`config.mk`:
```
export PLATFORM = sky130hd
export DESIGN_NAME = rx_status_readback_bank
export DESIGN_NICKNAME = d
export VERILOG_FILES = /design/src/logic/rx_readback_pkg.sv /design/src/logic/rx_status_readback_bank.sv
export SDC_FILE = /design/constraint.sdc
export NUM_CORES = 1
export LEC_CHECK = 0
export BUFFER_PORTS_ARGS = -buffer_cell sky130_fd_sc_hd__buf_2
export CORE_MARGIN = 4
export CORE_UTILIZATION = 35
export DETAILED_ROUTE_END_ITERATION = 12
export PLACE_DENSITY_LB_ADDON = 0.25
export SYNTH_ARGS = -nofsm -noshare
export SYNTH_HDL_FRONTEND = slang
export SYNTH_SLANG_ARGS = --single-unit
```
`constraint.sdc`:
```
create_clock -name core_clk -period 2.8 [get_ports core_clk]
set_input_delay 0.28 -clock core_clk [delete_from_list [all_inputs] [get_ports core_clk]]
set_output_delay 0.28 -clock core_clk [all_outputs]
set_load 0.02 [all_outputs]
```
`src/logic/rx_readback_pkg.sv`:
```
`default_nettype none
package rx_readback_pkg;

  // Register indices; the byte address is four times the index.
  localparam logic [7:0] IDX_MP_THR    = 8'h48;
  localparam logic [7:0] IDX_VIEW_SEL  = 8'h62;
  localparam logic [7:0] IDX_TEST_BUS  = 8'h64;
  localparam logic [7:0] IDX_SIG_QUAL  = 8'h66;
  localparam logic [7:0] IDX_SIG_FIELD = 8'h68;
  localparam logic [7:0] IDX_SERVICE   = 8'h6a;
  localparam logic [7:0] IDX_LEN_LOW   = 8'h6c;
  localparam logic [7:0] IDX_LEN_HIGH  = 8'h6e;
  localparam logic [7:0] IDX_CRC_LOW   = 8'h70;
  localparam logic [7:0] IDX_CRC_HIGH  = 8'h72;
  localparam logic [7:0] IDX_TX_POWER  = 8'h74;
  localparam logic [7:0] IDX_MEAN_PWR  = 8'h78;
  localparam logic [7:0] IDX_IF_GAIN   = 8'h7a;
  localparam logic [7:0] IDX_STATUS1   = 8'h7c;
  localparam logic [7:0] IDX_RSSI      = 8'h7e;
  localparam logic [7:0] IDX_STATUS2   = 8'h80;

  // Field positions and reset values.
  localparam int          VIEW_BIT     = 7;
  localparam int          MP_THR_LSB   = 5;
  localparam logic [7:0]  CFG_RST      = 8'h00;
  localparam int          MP_HISTORY   = 15;
  localparam logic [31:0] RDATA_RST    = 32'h0000_0000;

  // Measurements arriving continuously from the modem datapath.
  typedef struct packed {
    logic [7:0] test_bus;
    logic [7:0] noise_floor_first_antenna;
    logic [7:0] noise_floor_second_antenna;
    logic [7:0] carrier_snr_quality;
    logic [7:0] dc_offset_i;
    logic [7:0] dc_offset_q;
    logic [7:0] multipath_metric;
    logic [7:0] packet_quality;
    logic [7:0] header_quality;
    logic [7:0] tx_power;
    logic [7:0] rx_mean_power;
    logic [6:0] gain_dac;
    logic [7:0] signal_strength;
    logic       energy_detect;
    logic       gain_loop_locked;
    logic       gain_rail_stop_hit;
    logic       rf_gain_control_out;
  } meas_s;

  // Fields of one decoded packet header.
  typedef struct packed {
    logic [7:0]  signal_field;
    logic [7:0]  service_field;
    logic [15:0] length;
    logic [15:0] crc;
    logic [1:0]  rate;
    logic        sfd_found;
    logic        short_preamble;
    logic        signal_valid;
    logic        crc_valid;
    logic        antenna;
  } header_s;

endpackage
`default_nettype wire

```
`src/logic/rx_status_readback_bank.sv`:
```
`timescale 1ns/1ps
`default_nettype none
module rx_status_readback_bank (
  // Clock and reset.
  input  wire logic                    core_clk,
  input  wire logic                    rst,
  // AHB-Lite slave.
  input  wire logic                    hsel,
  input  wire logic [31:0]             haddr,
  input  wire logic [1:0]              htrans,
  input  wire logic                    hwrite,
  input  wire logic [2:0]              hsize,
  input  wire logic [31:0]             hwdata,
  input  wire logic                    hready,
  output logic                         hreadyout,
  output logic                         hresp,
  output logic [31:0]                  hrdata,
  // Modem datapath.
  input  wire rx_readback_pkg::meas_s   meas,
  input  wire rx_readback_pkg::header_s header,
  input  wire logic                    header_update,
  input  wire logic                    packet_done,
  input  wire logic                    tx_power_update,
  input  wire logic                    receive_enable_pin,
  // Configuration seen by the datapath.
  output logic                         view_first,
  output logic [2:0]                   multipath_threshold
);

  // Address phase accepted by this slave.
  logic        take;
  // Word index and range check of the address phase.
  logic [7:0]  idx;
  logic        in_range;
  // Pending write captured in the address phase.
  logic        wr_pend_reg;
  logic [7:0]  wr_idx_reg;
  // Writable configuration registers.
  logic [7:0]  view_cfg_reg;
  logic [7:0]  mp_cfg_reg;
  // Configuration with a pending write forwarded.
  logic [7:0]  view_cfg_now;
  logic [7:0]  mp_cfg_now;
  // Latched header of the last packet.
  rx_readback_pkg::header_s hdr_reg;
  // Transmit power capture and its semaphore.
  logic [7:0]  tx_power_reg;
  logic        tx_sem_reg;
  // Quality metrics captured when receive ends.
  logic        rx_en_prev_reg;
  logic [7:0]  pkt_qual_reg;
  logic [7:0]  hdr_qual_reg;
  // Multipath metric, history and count.
  logic [7:0]  mp_metric_reg;
  logic [14:0] mp_hist_reg;
  logic [3:0]  mp_count_reg;
  logic        mp_over;
  // Read data selected for the address phase.
  logic [7:0]  rd_next;
  logic        read_tx;

  // The history shift register below is fifteen bits wide by construction.
  if (rx_readback_pkg::MP_HISTORY != 15) begin : g_history_check
    $error("History length must be fifteen.");
  end

  // Zero-wait slave that always answers OKAY.
  assign hreadyout = 1'b1;
  assign hresp     = 1'b0;

  // A transfer is taken on NONSEQ or SEQ with the bus ready.
  // A misaligned or out-of-window address is taken but reads as zero.
  assign take     = hsel && htrans[1] && hready;
  assign idx      = haddr[9:2];
  assign in_range = (haddr[31:10] == 22'h00_0000) &&
                    (haddr[1:0] == 2'h0);
  assign read_tx  = take && !hwrite && in_range &&
                    (idx == rx_readback_pkg::IDX_TX_POWER);

  // Forward a write in its data phase so that a following read sees it.
  always_comb begin
    view_cfg_now = view_cfg_reg;
    mp_cfg_now   = mp_cfg_reg;
    if (wr_pend_reg &&
        (wr_idx_reg == rx_readback_pkg::IDX_VIEW_SEL)) begin
      // A pending view write overrides the stored value.
      view_cfg_now = hwdata[7:0];
    end
    if (wr_pend_reg &&
        (wr_idx_reg == rx_readback_pkg::IDX_MP_THR)) begin
      // A pending threshold write overrides the stored value likewise.
      mp_cfg_now = hwdata[7:0];
    end
  end

  assign view_first          = view_cfg_reg[rx_readback_pkg::VIEW_BIT];
  assign multipath_threshold =
    mp_cfg_reg[rx_readback_pkg::MP_THR_LSB +: 3];

  // Capture a write address phase; the data follows one cycle later.
  always_ff @(posedge core_clk) begin
    if (rst) begin
      // Nothing is pending after reset.
      wr_pend_reg <= 1'b0;
      wr_idx_reg  <= 8'h00;
    end else begin
      // Only an in-range write leaves an entry for the data phase.
      wr_pend_reg <= take && hwrite && in_range;
      wr_idx_reg  <= idx;
    end
  end

  // Configuration registers written in the data phase.
  always_ff @(posedge core_clk) begin
    if (rst) begin
      // Reset selects the second view and a zero threshold.
      view_cfg_reg <= rx_readback_pkg::CFG_RST;
      mp_cfg_reg   <= rx_readback_pkg::CFG_RST;
    end else begin
      // The forwarded value equals the stored one unless a write lands.
      view_cfg_reg <= view_cfg_now;
      mp_cfg_reg   <= mp_cfg_now;
    end
  end

  // Header fields held from one header to the next.
  always_ff @(posedge core_clk) begin
    if (rst) begin
      hdr_reg <= '0;
    end else if (header_update) begin
      // Fields stay put between headers so software reads a whole set.
      hdr_reg <= header;
    end
  end

  // Transmit power and its semaphore; a new update wins over a read.
  always_ff @(posedge core_clk) begin
    if (rst) begin
      tx_power_reg <= 8'h00;
      tx_sem_reg   <= 1'b0;
    end else begin
      // Every update pulse captures a fresh power value.
      if (tx_power_update) begin
        tx_power_reg <= meas.tx_power;
      end
      // Set beats clear, so an update is never lost to a read.
      if (tx_power_update) begin
        tx_sem_reg <= 1'b1;
      end else if (read_tx) begin
        tx_sem_reg <= 1'b0;
      end
    end
  end

  // Quality metrics are sampled as receive enable falls.
  always_ff @(posedge core_clk) begin
    if (rst) begin
      rx_en_prev_reg <= 1'b0;
      pkt_qual_reg   <= 8'h00;
      hdr_qual_reg   <= 8'h00;
    end else begin
      // The previous level reveals the falling edge of receive enable.
      rx_en_prev_reg <= receive_enable_pin;
      if (rx_en_prev_reg && !receive_enable_pin) begin
        // Both metrics are final once receive enable has dropped.
        pkt_qual_reg <= meas.packet_quality;
        hdr_qual_reg <= meas.header_quality;
      end
    end
  end

  // A packet counts when its metric's top bits pass the threshold.
  assign mp_over = meas.multipath_metric[7:5] > multipath_threshold;

  // Sliding count over the last fifteen finished packets.
  always_ff @(posedge core_clk) begin
    if (rst) begin
      mp_metric_reg <= 8'h00;
      mp_hist_reg   <= 15'h0000;
      mp_count_reg  <= 4'h0;
    end else if (packet_done) begin
      mp_metric_reg <= meas.multipath_metric;
      // Shift in the newest verdict; the oldest leaves the window.
      mp_hist_reg   <= {mp_hist_reg[13:0], mp_over};
      // The count gains the newest verdict and loses the oldest.
      mp_count_reg  <= mp_count_reg + {3'h0, mp_over} -
                       {3'h0, mp_hist_reg[14]};
    end
  end

  // Read multiplexer; first view when the view bit is one.
  // Live inputs are sampled as the address phase is taken; latched
  // values come from the registers above.
  always_comb begin
    // Unmapped indices and unused bits read as zero.
    rd_next = 8'h00;
    unique case (idx)
      rx_readback_pkg::IDX_MP_THR:    rd_next = mp_cfg_now;
      rx_readback_pkg::IDX_VIEW_SEL:  rd_next = view_cfg_now;
      rx_readback_pkg::IDX_TEST_BUS:  rd_next = meas.test_bus;
      rx_readback_pkg::IDX_SIG_QUAL:  rd_next = view_first ?
        meas.noise_floor_first_antenna :
        meas.carrier_snr_quality;
      rx_readback_pkg::IDX_SIG_FIELD: rd_next = view_first ?
        meas.noise_floor_second_antenna :
        hdr_reg.signal_field;
      rx_readback_pkg::IDX_SERVICE:   rd_next = view_first ?
        meas.dc_offset_i : hdr_reg.service_field;
      rx_readback_pkg::IDX_LEN_LOW:   rd_next = view_first ?
        meas.dc_offset_q : hdr_reg.length[7:0];
      rx_readback_pkg::IDX_LEN_HIGH:  rd_next = view_first ?
        mp_metric_reg : hdr_reg.length[15:8];
      rx_readback_pkg::IDX_CRC_LOW:   rd_next = view_first ?
        {4'h0, mp_count_reg} : hdr_reg.crc[7:0];
      rx_readback_pkg::IDX_CRC_HIGH:  rd_next = view_first ?
        pkt_qual_reg : hdr_reg.crc[15:8];
      rx_readback_pkg::IDX_TX_POWER:  rd_next = tx_power_reg;
      rx_readback_pkg::IDX_MEAN_PWR:  rd_next = view_first ?
        hdr_qual_reg : meas.rx_mean_power;
      rx_readback_pkg::IDX_IF_GAIN:
        rd_next = {1'b0, meas.gain_dac};
      rx_readback_pkg::IDX_STATUS1:   rd_next = {3'h0,
        meas.energy_detect,
        tx_sem_reg,
        meas.gain_loop_locked,
        meas.gain_rail_stop_hit,
        meas.rf_gain_control_out};
      rx_readback_pkg::IDX_RSSI:
        rd_next = meas.signal_strength;
      rx_readback_pkg::IDX_STATUS2:   rd_next = {
        hdr_reg.rate,
        hdr_reg.sfd_found,
        hdr_reg.short_preamble,
        hdr_reg.signal_valid,
        hdr_reg.crc_valid,
        hdr_reg.antenna,
        1'b0};
      default: rd_next = 8'h00;
    endcase
  end

  // Read data is registered at the address-phase edge.
  // It then stands through the data phase and until the next read.
  always_ff @(posedge core_clk) begin
    if (rst) begin
      hrdata <= rx_readback_pkg::RDATA_RST;
    end else if (take && !hwrite) begin
      // Out-of-window reads return zero rather than aliasing a register.
      hrdata <= in_range ? {24'h00_0000, rd_next} : 32'h0000_0000;
    end
  end

  // Checks on the logic above.
  // An update pulse always leaves the semaphore set.
  a_sem_set_update: assert property (@(posedge core_clk)
    disable iff (rst) tx_power_update |=> tx_sem_reg)
    else $error("Semaphore not set after a power update.");

  // A power read without a new update clears the semaphore.
  a_sem_clear_read: assert property (@(posedge core_clk)
    disable iff (rst) read_tx && !tx_power_update |=> !tx_sem_reg)
    else $error("Semaphore not cleared by a read.");

  // A power read returns the captured value in either view.
  a_tx_power_view: assert property (@(posedge core_clk)
    disable iff (rst) read_tx |=> hrdata[7:0] == $past(tx_power_reg))
    else $error("Power read does not match capture.");

  // The first view shows the live first-antenna noise floor.
  a_first_view_noise: assert property (@(posedge core_clk)
    disable iff (rst) take && !hwrite && in_range && view_first &&
    idx == rx_readback_pkg::IDX_SIG_QUAL |=>
    hrdata[7:0] == $past(meas.noise_floor_first_antenna))
    else $error("First view noise floor wrong.");

  // The second view shows the latched header CRC low byte.
  a_second_view_crc: assert property (@(posedge core_clk)
    disable iff (rst) take && !hwrite && in_range && !view_first &&
    idx == rx_readback_pkg::IDX_CRC_LOW |=>
    hrdata[7:0] == $past(hdr_reg.crc[7:0]))
    else $error("Second view CRC low wrong.");

  // Header fields never move without a latch pulse.
  a_header_hold: assert property (@(posedge core_clk)
    disable iff (rst) !header_update |=> $stable(hdr_reg))
    else $error("Header changed without an update.");

  // A latch pulse takes the whole header at once.
  a_header_load: assert property (@(posedge core_clk)
    disable iff (rst) header_update |=> hdr_reg == $past(header))
    else $error("Header not loaded.");

  // Unused bits of the first status register read as zero.
  a_status1_unused: assert property (@(posedge core_clk)
    disable iff (rst) take && !hwrite && in_range &&
    idx == rx_readback_pkg::IDX_STATUS1 |=> hrdata[31:5] == '0)
    else $error("Unused status bits not zero.");

  // The count always equals the verdicts held in the window.
  a_mp_count_bound: assert property (@(posedge core_clk)
    disable iff (rst) int'(mp_count_reg) == $countones(mp_hist_reg))
    else $error("Multipath count inconsistent.");

  // A landed view write drives the view bit.
  a_view_write: assert property (@(posedge core_clk)
    disable iff (rst) wr_pend_reg &&
    wr_idx_reg == rx_readback_pkg::IDX_VIEW_SEL |=>
    view_first == $past(hwdata[7]))
    else $error("View bit not written.");

  // Packet quality follows its measurement as receive ends.
  a_quality_latch: assert property (@(posedge core_clk)
    disable iff (rst) rx_en_prev_reg && !receive_enable_pin |=>
    pkt_qual_reg == $past(meas.packet_quality))
    else $error("Packet quality not captured.");

  // The metric of the last finished packet is kept.
  a_mp_metric_load: assert property (@(posedge core_clk)
    disable iff (rst) packet_done |=>
    mp_metric_reg == $past(meas.multipath_metric))
    else $error("Multipath metric not captured.");

  // The unused top bit of the gain readback stays low.
  a_gain_top_zero: assert property (@(posedge core_clk)
    disable iff (rst) take && !hwrite && in_range &&
    idx == rx_readback_pkg::IDX_IF_GAIN |=> !hrdata[7])
    else $error("Gain readback top bit set.");

  // The spare bit of the second status register stays low.
  a_status2_spare: assert property (@(posedge core_clk)
    disable iff (rst) take && !hwrite && in_range &&
    idx == rx_readback_pkg::IDX_STATUS2 |=> !hrdata[0])
    else $error("Second status spare bit set.");

  // Main scenarios that the bench should reach.
  // A pending semaphore is consumed by a power read.
  c_tx_read: cover property (@(posedge core_clk)
    disable iff (rst) tx_sem_reg ##1 read_tx);
  // Software switches from the first view to the second.
  c_view_flip: cover property (@(posedge core_clk)
    disable iff (rst) view_first ##[1:20] !view_first);
  // Some but not all recent packets exceed the threshold.
  c_mp_count: cover property (@(posedge core_clk)
    disable iff (rst) mp_count_reg == 4'h3);
  // A header latch followed by a read of the second status.
  c_header_read: cover property (@(posedge core_clk)
    disable iff (rst) header_update ##[1:20]
    (take && idx == rx_readback_pkg::IDX_STATUS2));
  // A full window of packets over the threshold.
  c_mp_full: cover property (@(posedge core_clk)
    disable iff (rst) mp_count_reg == 4'hf);

endmodule
`default_nettype wire

```
==> After elaboration in Yosys (flattened, before gate mapping) <==
Cells that the tools add are included.
{ "op_classes": {"n_addsub": 2, "order_cmp": 1, "n_eq_ne": 18, "muxes": 14, "reduce_logical": 16} }
{ "ops": {"columns": ["cell", "count"], "rows": [
  ["8-bit by 7-bit == test with 1-bit output (second input constant)", 17],
  ["8-bit one-hot mux with 16 select lines", 1],
  ["8-bit two-way mux", 11],
  ["22-bit logical NOT", 1],
  ["1-bit logical AND", 11],
  ["8-bit == test (second input constant)", 1],
  ["4-bit by 1-bit adder with 4-bit output", 1],
  ["4-bit by 1-bit subtractor with 4-bit output", 1],
  ["3-bit > comparator", 1],
  ["1-bit logical NOT", 2],
  ["2-bit logical NOT", 1],
  ["1-bit two-way mux", 2],
  ["2-bit nonzero test", 1]
]} }
{ "totals": {"reg_bits": 165, "input_bits": 240, "out_inout_bits": 38, "wordCells": 74} }

==> Longest topological paths before layout <==
{ "logic_depth": {"word_depth": 7, "mapped_depth": 15, "depth_no_buf": 15} }

==> Worst setup path before layout <==
OpenSTA, ideal clock, no wires.
{ "synth_timing": {"path_type": "reg-to-reg", "from": "register mp_cfg_reg[6]", "to": "register mp_count_reg[3]", "setup_time_ns": 0.128, "t_arrival_ns": 2.279, "required_ns": 2.672, "path_slack_ns": 0.393, "path_stages_with_launch": 16, "path_buffers": 0, "period_less_slack_ns": 2.407, "path_cell_list": "dfxtp_1 inv_1 ha_1 nor2b_1 o21ai_0 inv_1 o21ai_0 ha_1 inv_1 ha_1 a21o_1 a21oi_1 xnor2_1 nand2_1 xor2_1 nor2_1"} }
{ "synth_between": {"elab_chain_cells": 3} }
{ "synth_rtl": {"columns": ["element", "line", "text"], "rows": [
  ["start: declaration", "rx_status_readback_bank.sv:40", "logic [7:0] mp_cfg_reg;"],
  ["start signal: assignment", "rx_status_readback_bank.sv:118", "mp_cfg_reg <= rx_readback_pkg::CFG_RST;"],
  ["start signal: assignment", "rx_status_readback_bank.sv:122", "mp_cfg_reg <= mp_cfg_now;"],
  ["3-bit > comparator", "rx_status_readback_bank.sv:173", "assign mp_over = meas.multipath_metric[7:5] > multipath_threshold;"],
  ["4-bit by 1-bit adder with 4-bit output", "rx_status_readback_bank.sv:186", "mp_count_reg <= mp_count_reg + {3'h0, mp_over} -"],
  ["4-bit by 1-bit subtractor with 4-bit output", "rx_status_readback_bank.sv:186", null],
  ["end signal: assignment", "rx_status_readback_bank.sv:186", null],
  ["end: declaration", "rx_status_readback_bank.sv:56", "logic [3:0] mp_count_reg;"]
]} }
Every way passes these cells.
A chain may end at the register's enable or synchronous reset.

==> Worst setup path after layout <==
Ends and elaborated chain as after synthesis.

==> metrics.txt <==
# TYPE chip_impl_metric gauge
chip_impl_info{name="status",value="complete, no violations"} 1
chip_impl_metric{name="max-vdd-ir-drop",unit="mV"} 0.425
chip_impl_metric{name="holdPathStages",unit=""} 2
chip_impl_metric{name="total_negative_slack",unit="ns"} 0
chip_impl_metric{name="multiInputGateArea",unit="um^2"} 3920
chip_impl_metric{name="timing.final.hold_violations",unit=""} 0
chip_impl_metric{name="numPortBuffers",unit=""} 223
chip_impl_info{name="holdCritStartpoint",value="rst"} 1
chip_impl_metric{name="ctsResizeCount",unit=""} 0
chip_impl_metric{name="cp_max_fo",unit=""} 3
chip_impl_info{name="synth-main-ff-cell",value="dfxtp_1"} 1
chip_impl_info{name="min_path_type",value="in -> reg"} 1
chip_impl_metric{name="ff2ff_setup_slack",unit="ns"} 0.20
chip_impl_metric{name="worst_skew_pair.late_latency",unit="ns"} 0.43
chip_impl_metric{name="drt-vias-per-instance",unit=""} 5.03
chip_impl_metric{name="fin_skew",unit="ns"} 0.00786
chip_impl_metric{name="synth_compound_gate_area_share",unit="%"} 11.1
chip_impl_metric{name="core.rowCount",unit=""} 51
chip_impl_metric{name="dr_total_vias",unit=""} 6385
chip_impl_metric{name="cts.repair_timing.setup_buffer_count",unit=""} 0
chip_impl_metric{name="finish.net_count",unit=""} 1237
chip_impl_metric{name="cts.sink_count",unit=""} 141
chip_impl_metric{name="dr_drc_count",unit=""} 0
chip_impl_info{name="cpLargestDelayFamily",value="adder cells"} 1
chip_impl_metric{name="synth_simple_gate_area_share",unit="%"} 16.8
chip_impl_metric{name="initial_utilization",unit="%"} 36.1
chip_impl_metric{name="post_synth_inst_count",unit=""} 784
chip_impl_metric{name="cts-htree-levels",unit=""} 4
chip_impl_metric{name="finalSetupViolations",unit=""} 0
chip_impl_metric{name="largest_reg_flops",unit=""} 55
chip_impl_metric{name="cts_buffers",unit=""} 17
chip_impl_metric{name="fmax",unit="MHz"} 385
chip_impl_metric{name="yosys.area_share.adder",unit="%"} 1.51
chip_impl_metric{name="placed_cells_incl_taps",unit=""} 1235
chip_impl_metric{name="worst_ep_required_time",unit="ns"} 3.08
chip_impl_metric{name="post-dp-hpwl",unit="um"} 18000
chip_impl_info{name="clk_root_buffer_cell",value="clkbuf_16"} 1
chip_impl_metric{name="path_clk_slew",unit="ns"} 0.07
chip_impl_metric{name="die_x",unit="um"} 151
chip_impl_info{name="cts_tree",value="done"} 1
chip_impl_info{name="crit_path_top_delay_cell",value="dfxtp_2"} 1
chip_impl_metric{name="timing.critical_path.arrival",unit="ns"} 2.88
chip_impl_metric{name="max-slew-margin-rel",unit="%"} 34.4
chip_impl_info{name="timing.hold.worst_endpoint",value="hdr_reg[46]"} 1
chip_impl_metric{name="final-max-slew-violation-count",unit=""} 0
chip_impl_metric{name="synth_area",unit="um^2"} 7120
chip_impl_metric{name="sequential_cell_area",unit="um^2"} 2830
chip_impl_metric{name="wl_per_cell",unit="um"} 18.6
chip_impl_metric{name="gp_congestion",unit=""} 0.871
chip_impl_info{name="critical_path.reg2reg.endpoint",value="mp_count_reg[3]"} 1
chip_impl_metric{name="worstSetupPathDepth",unit=""} 16
chip_impl_metric{name="final_layout_size_suffix_gt1_share",unit="%"} 31.9
chip_impl_metric{name="path_buf_inv",unit=""} 4
chip_impl_metric{name="flop_and_latch_count_out_of_synthesis",unit=""} 141
chip_impl_metric{name="core_area",unit="um^2"} 19700
chip_impl_metric{name="r2r.worst_path.cells",unit=""} 16
chip_impl_info{name="critical_path.startpoint_type",value="flop"} 1
chip_impl_metric{name="first_global_vias",unit=""} 6236
chip_impl_info{name="rsz0062_at_grt",value="false"} 1
chip_impl_metric{name="synth-edff-count",unit=""} 0
chip_impl_metric{name="antenna_violating_nets_post_route",unit=""} 0
chip_impl_metric{name="final.period_utilization",unit="%"} 92.8
chip_impl_metric{name="initial_antenna_violation_count",unit=""} 3
chip_impl_metric{name="hold-worst-slack",unit="ns"} 0.0576
chip_impl_metric{name="timing.max_cap.violations",unit=""} 0
chip_impl_metric{name="grt_first_pass_wirelength",unit="um"} 35300
chip_impl_metric{name="io_pins",unit=""} 278
chip_impl_info{name="chain_of_cells_forming_the_critical_path",value="inv_1 > ha_1 > nor2b_1 > o21ai_1 > inv_1 > o21ai_1 > buf_4 > ha_1 > inv_1 > ha_1 > a21o_1 > a21oi_2 > xnor2_1 > nand2_1 > xor2_1 > nor2_1"} 1
chip_impl_metric{name="largest_net_degree_at_the_start_of_global_routing",unit=""} 69
chip_impl_metric{name="power.static_leakage",unit="nW"} 3.97
chip_impl_info{name="path_class",value="reg -> reg"} 1
chip_impl_metric{name="drt_first_pass_iters",unit=""} 4
chip_impl_metric{name="num-fill-cells",unit=""} 1964
chip_impl_metric{name="power.density_cell_area",unit="nW/um^2"} 545
chip_impl_metric{name="timing_worst_slew_pin_value",unit="ns"} 0.984
chip_impl_metric{name="grt_overflow",unit=""} 0
chip_impl_metric{name="cts_hold_buf",unit=""} 0
chip_impl_metric{name="post_synth_mux_area_share",unit="%"} 23.6
chip_impl_metric{name="die_y",unit="um"} 151
chip_impl_metric{name="post_synth.cell_area_avg",unit="um^2"} 9.08
chip_impl_metric{name="final-instance-count-excl-fill",unit=""} 1270
chip_impl_info{name="reg2reg_from",value="mp_cfg_reg[6]"} 1
chip_impl_metric{name="period_minus_slack",unit="ns"} 2.60
chip_impl_metric{name="yosys_warnings",unit=""} 0
chip_impl_metric{name="drt_iter0_drc",unit=""} 368
chip_impl_info{name="dominant_combinational_cell_family_by_area_after_synthesis",value="multiplexers"} 1
chip_impl_metric{name="syn_to_final_growth",unit="%"} 26.6
chip_impl_metric{name="critical_path.max_stage_delay",unit="ns"} 0.34
chip_impl_metric{name="synth-xor-area-share",unit="%"} 0.492
chip_impl_metric{name="groute.usage.overall",unit="%"} 20.5
chip_impl_info{name="end_kind",value="flop"} 1
chip_impl_metric{name="synth_cell_type_count",unit=""} 59
chip_impl_metric{name="synth_async_sr_flop_share",unit="%"} 0
chip_impl_metric{name="die_area",unit="um^2"} 22700
chip_impl_metric{name="postRouteWirelength",unit="um"} 23600
chip_impl_metric{name="sequential_share_of_the_synthesized_area",unit="%"} 39.7
chip_impl_metric{name="max-clock-path-buffers",unit=""} 2
==> cell usage after synthesis, drive strengths merged, types with 4 or more instances <==
cell    count  area, um^2
mux2       27         304
o22ai       9        56.3
dfxtp     141        2820
a221oi      6        52.6
nor4       10        77.6
o21ai      13        65.1
a32oi       7        61.3
nand3      18        90.1
mux4        5         113
inv        12        45.0
nor2b      15        93.8
a21oi      27         135
a22oi       8        60.1
ha          7        87.6
buf        51         307
nand4       4        25.0
nand2      64         240
nor3        8        40.0
clkbuf     33         124
mux2i     126        1260
nor2      119         447
o31ai       5        37.5
a22o        5        43.8
==> power breakdown <==
group	switching [mW]	internal [mW]	total [mW]
combinational	0.305	0.267	0.572
clock	1.02	1.18	2.20
sequential	0.0466	2.09	2.14
==> how the worst max path moves through the flow <==
| stage | startpoint | end | slack (ns) |
|---|---|---|---|
| finish | mp_cfg_reg[6] | mp_count_reg[3] | 0.20 |
| floorplan | mp_cfg_reg[6] | mp_count_reg[3] | 0.39 |
| global placement | meas[57] | mp_count_reg[3] | 0.13 |
| CTS | mp_cfg_reg[6] | mp_count_reg[3] | 0.09 |
| global route | mp_cfg_reg[6] | mp_count_reg[3] | 0.004 |
| detailed placement | meas[57] | mp_count_reg[3] | 0.14 |
==> final cells by class <==
class	instances	area share, %
clock buffer	17	4.72
sequential	141	31.3
inverter	13	0.541
timing repair buffer	246	14.5
multi-input combinational	570	43.5
tap	265	3.68
clock inverter	15	1.65
antenna	3	0.0833
==> cells in the final DEF, fill, tap and decap left out, types with 4 or more instances in the layout <==
master and n:
mux2i_1 126, nor2b_1 15, nand3_1 18, a22oi_1 8, nand2_1 64, a32oi_1 7
inv_6 4, inv_1 12, o21ai_0 11, nor4_1 9, clkbuf_16 17, nor2_1 119
a21oi_1 26, mux4_2 5, buf_2 221, a221oi_1 6, buf_4 24, conb_1 26
dfxtp_1 139, a22o_1 5, ha_1 7, o22ai_1 9, o31ai_1 5, nand4_1 4
inv_8 5, nor3_1 7, mux2_2 27
==> per-layer routing <==
layer / global-route usage (%) / vias up / share of wire [%] / routed length, um
met2: 33.0 / 250 / 45 / 10700
met3: 5.87 / 25 / 8.2 / 1940
met4: 5.35 / 4 / 1.5 / 362
li1: - / 3155 / - / -
met1: 27.2 / 2951 / 45 / 10600
met5: 0 / - / 0.089 / 21
==> per-stage QoR <==
step           utilization, %  setup slack, ns  total power, mW  cell area [um^2]
2_1_floorplan               -            0.393             2.52              7210
3_3_place_gp             42.7            0.126             2.74              8430
3_5_place_dp             42.7            0.144             2.75              8430
4_1_cts                  45.7           0.0865             4.95              9000
5_1_grt                  45.7          0.00438             5.11              9010
6_report                 45.7            0.201             4.91              9010
==> logic make-up (layout without fill, tap and decap cells) <==
family	after synthesis	after routing
AO/OA/AOI/OAI	112	112
XOR/XNOR	4	4
adder cells (fa/ha/maj)	8	8
buffers and inverters	97	291
flip-flops	141	141
multiplexers	158	158
other	2	29
AND/OR/NAND/NOR	262	262
No activity file was read; power rests on OpenSTA's default activity.
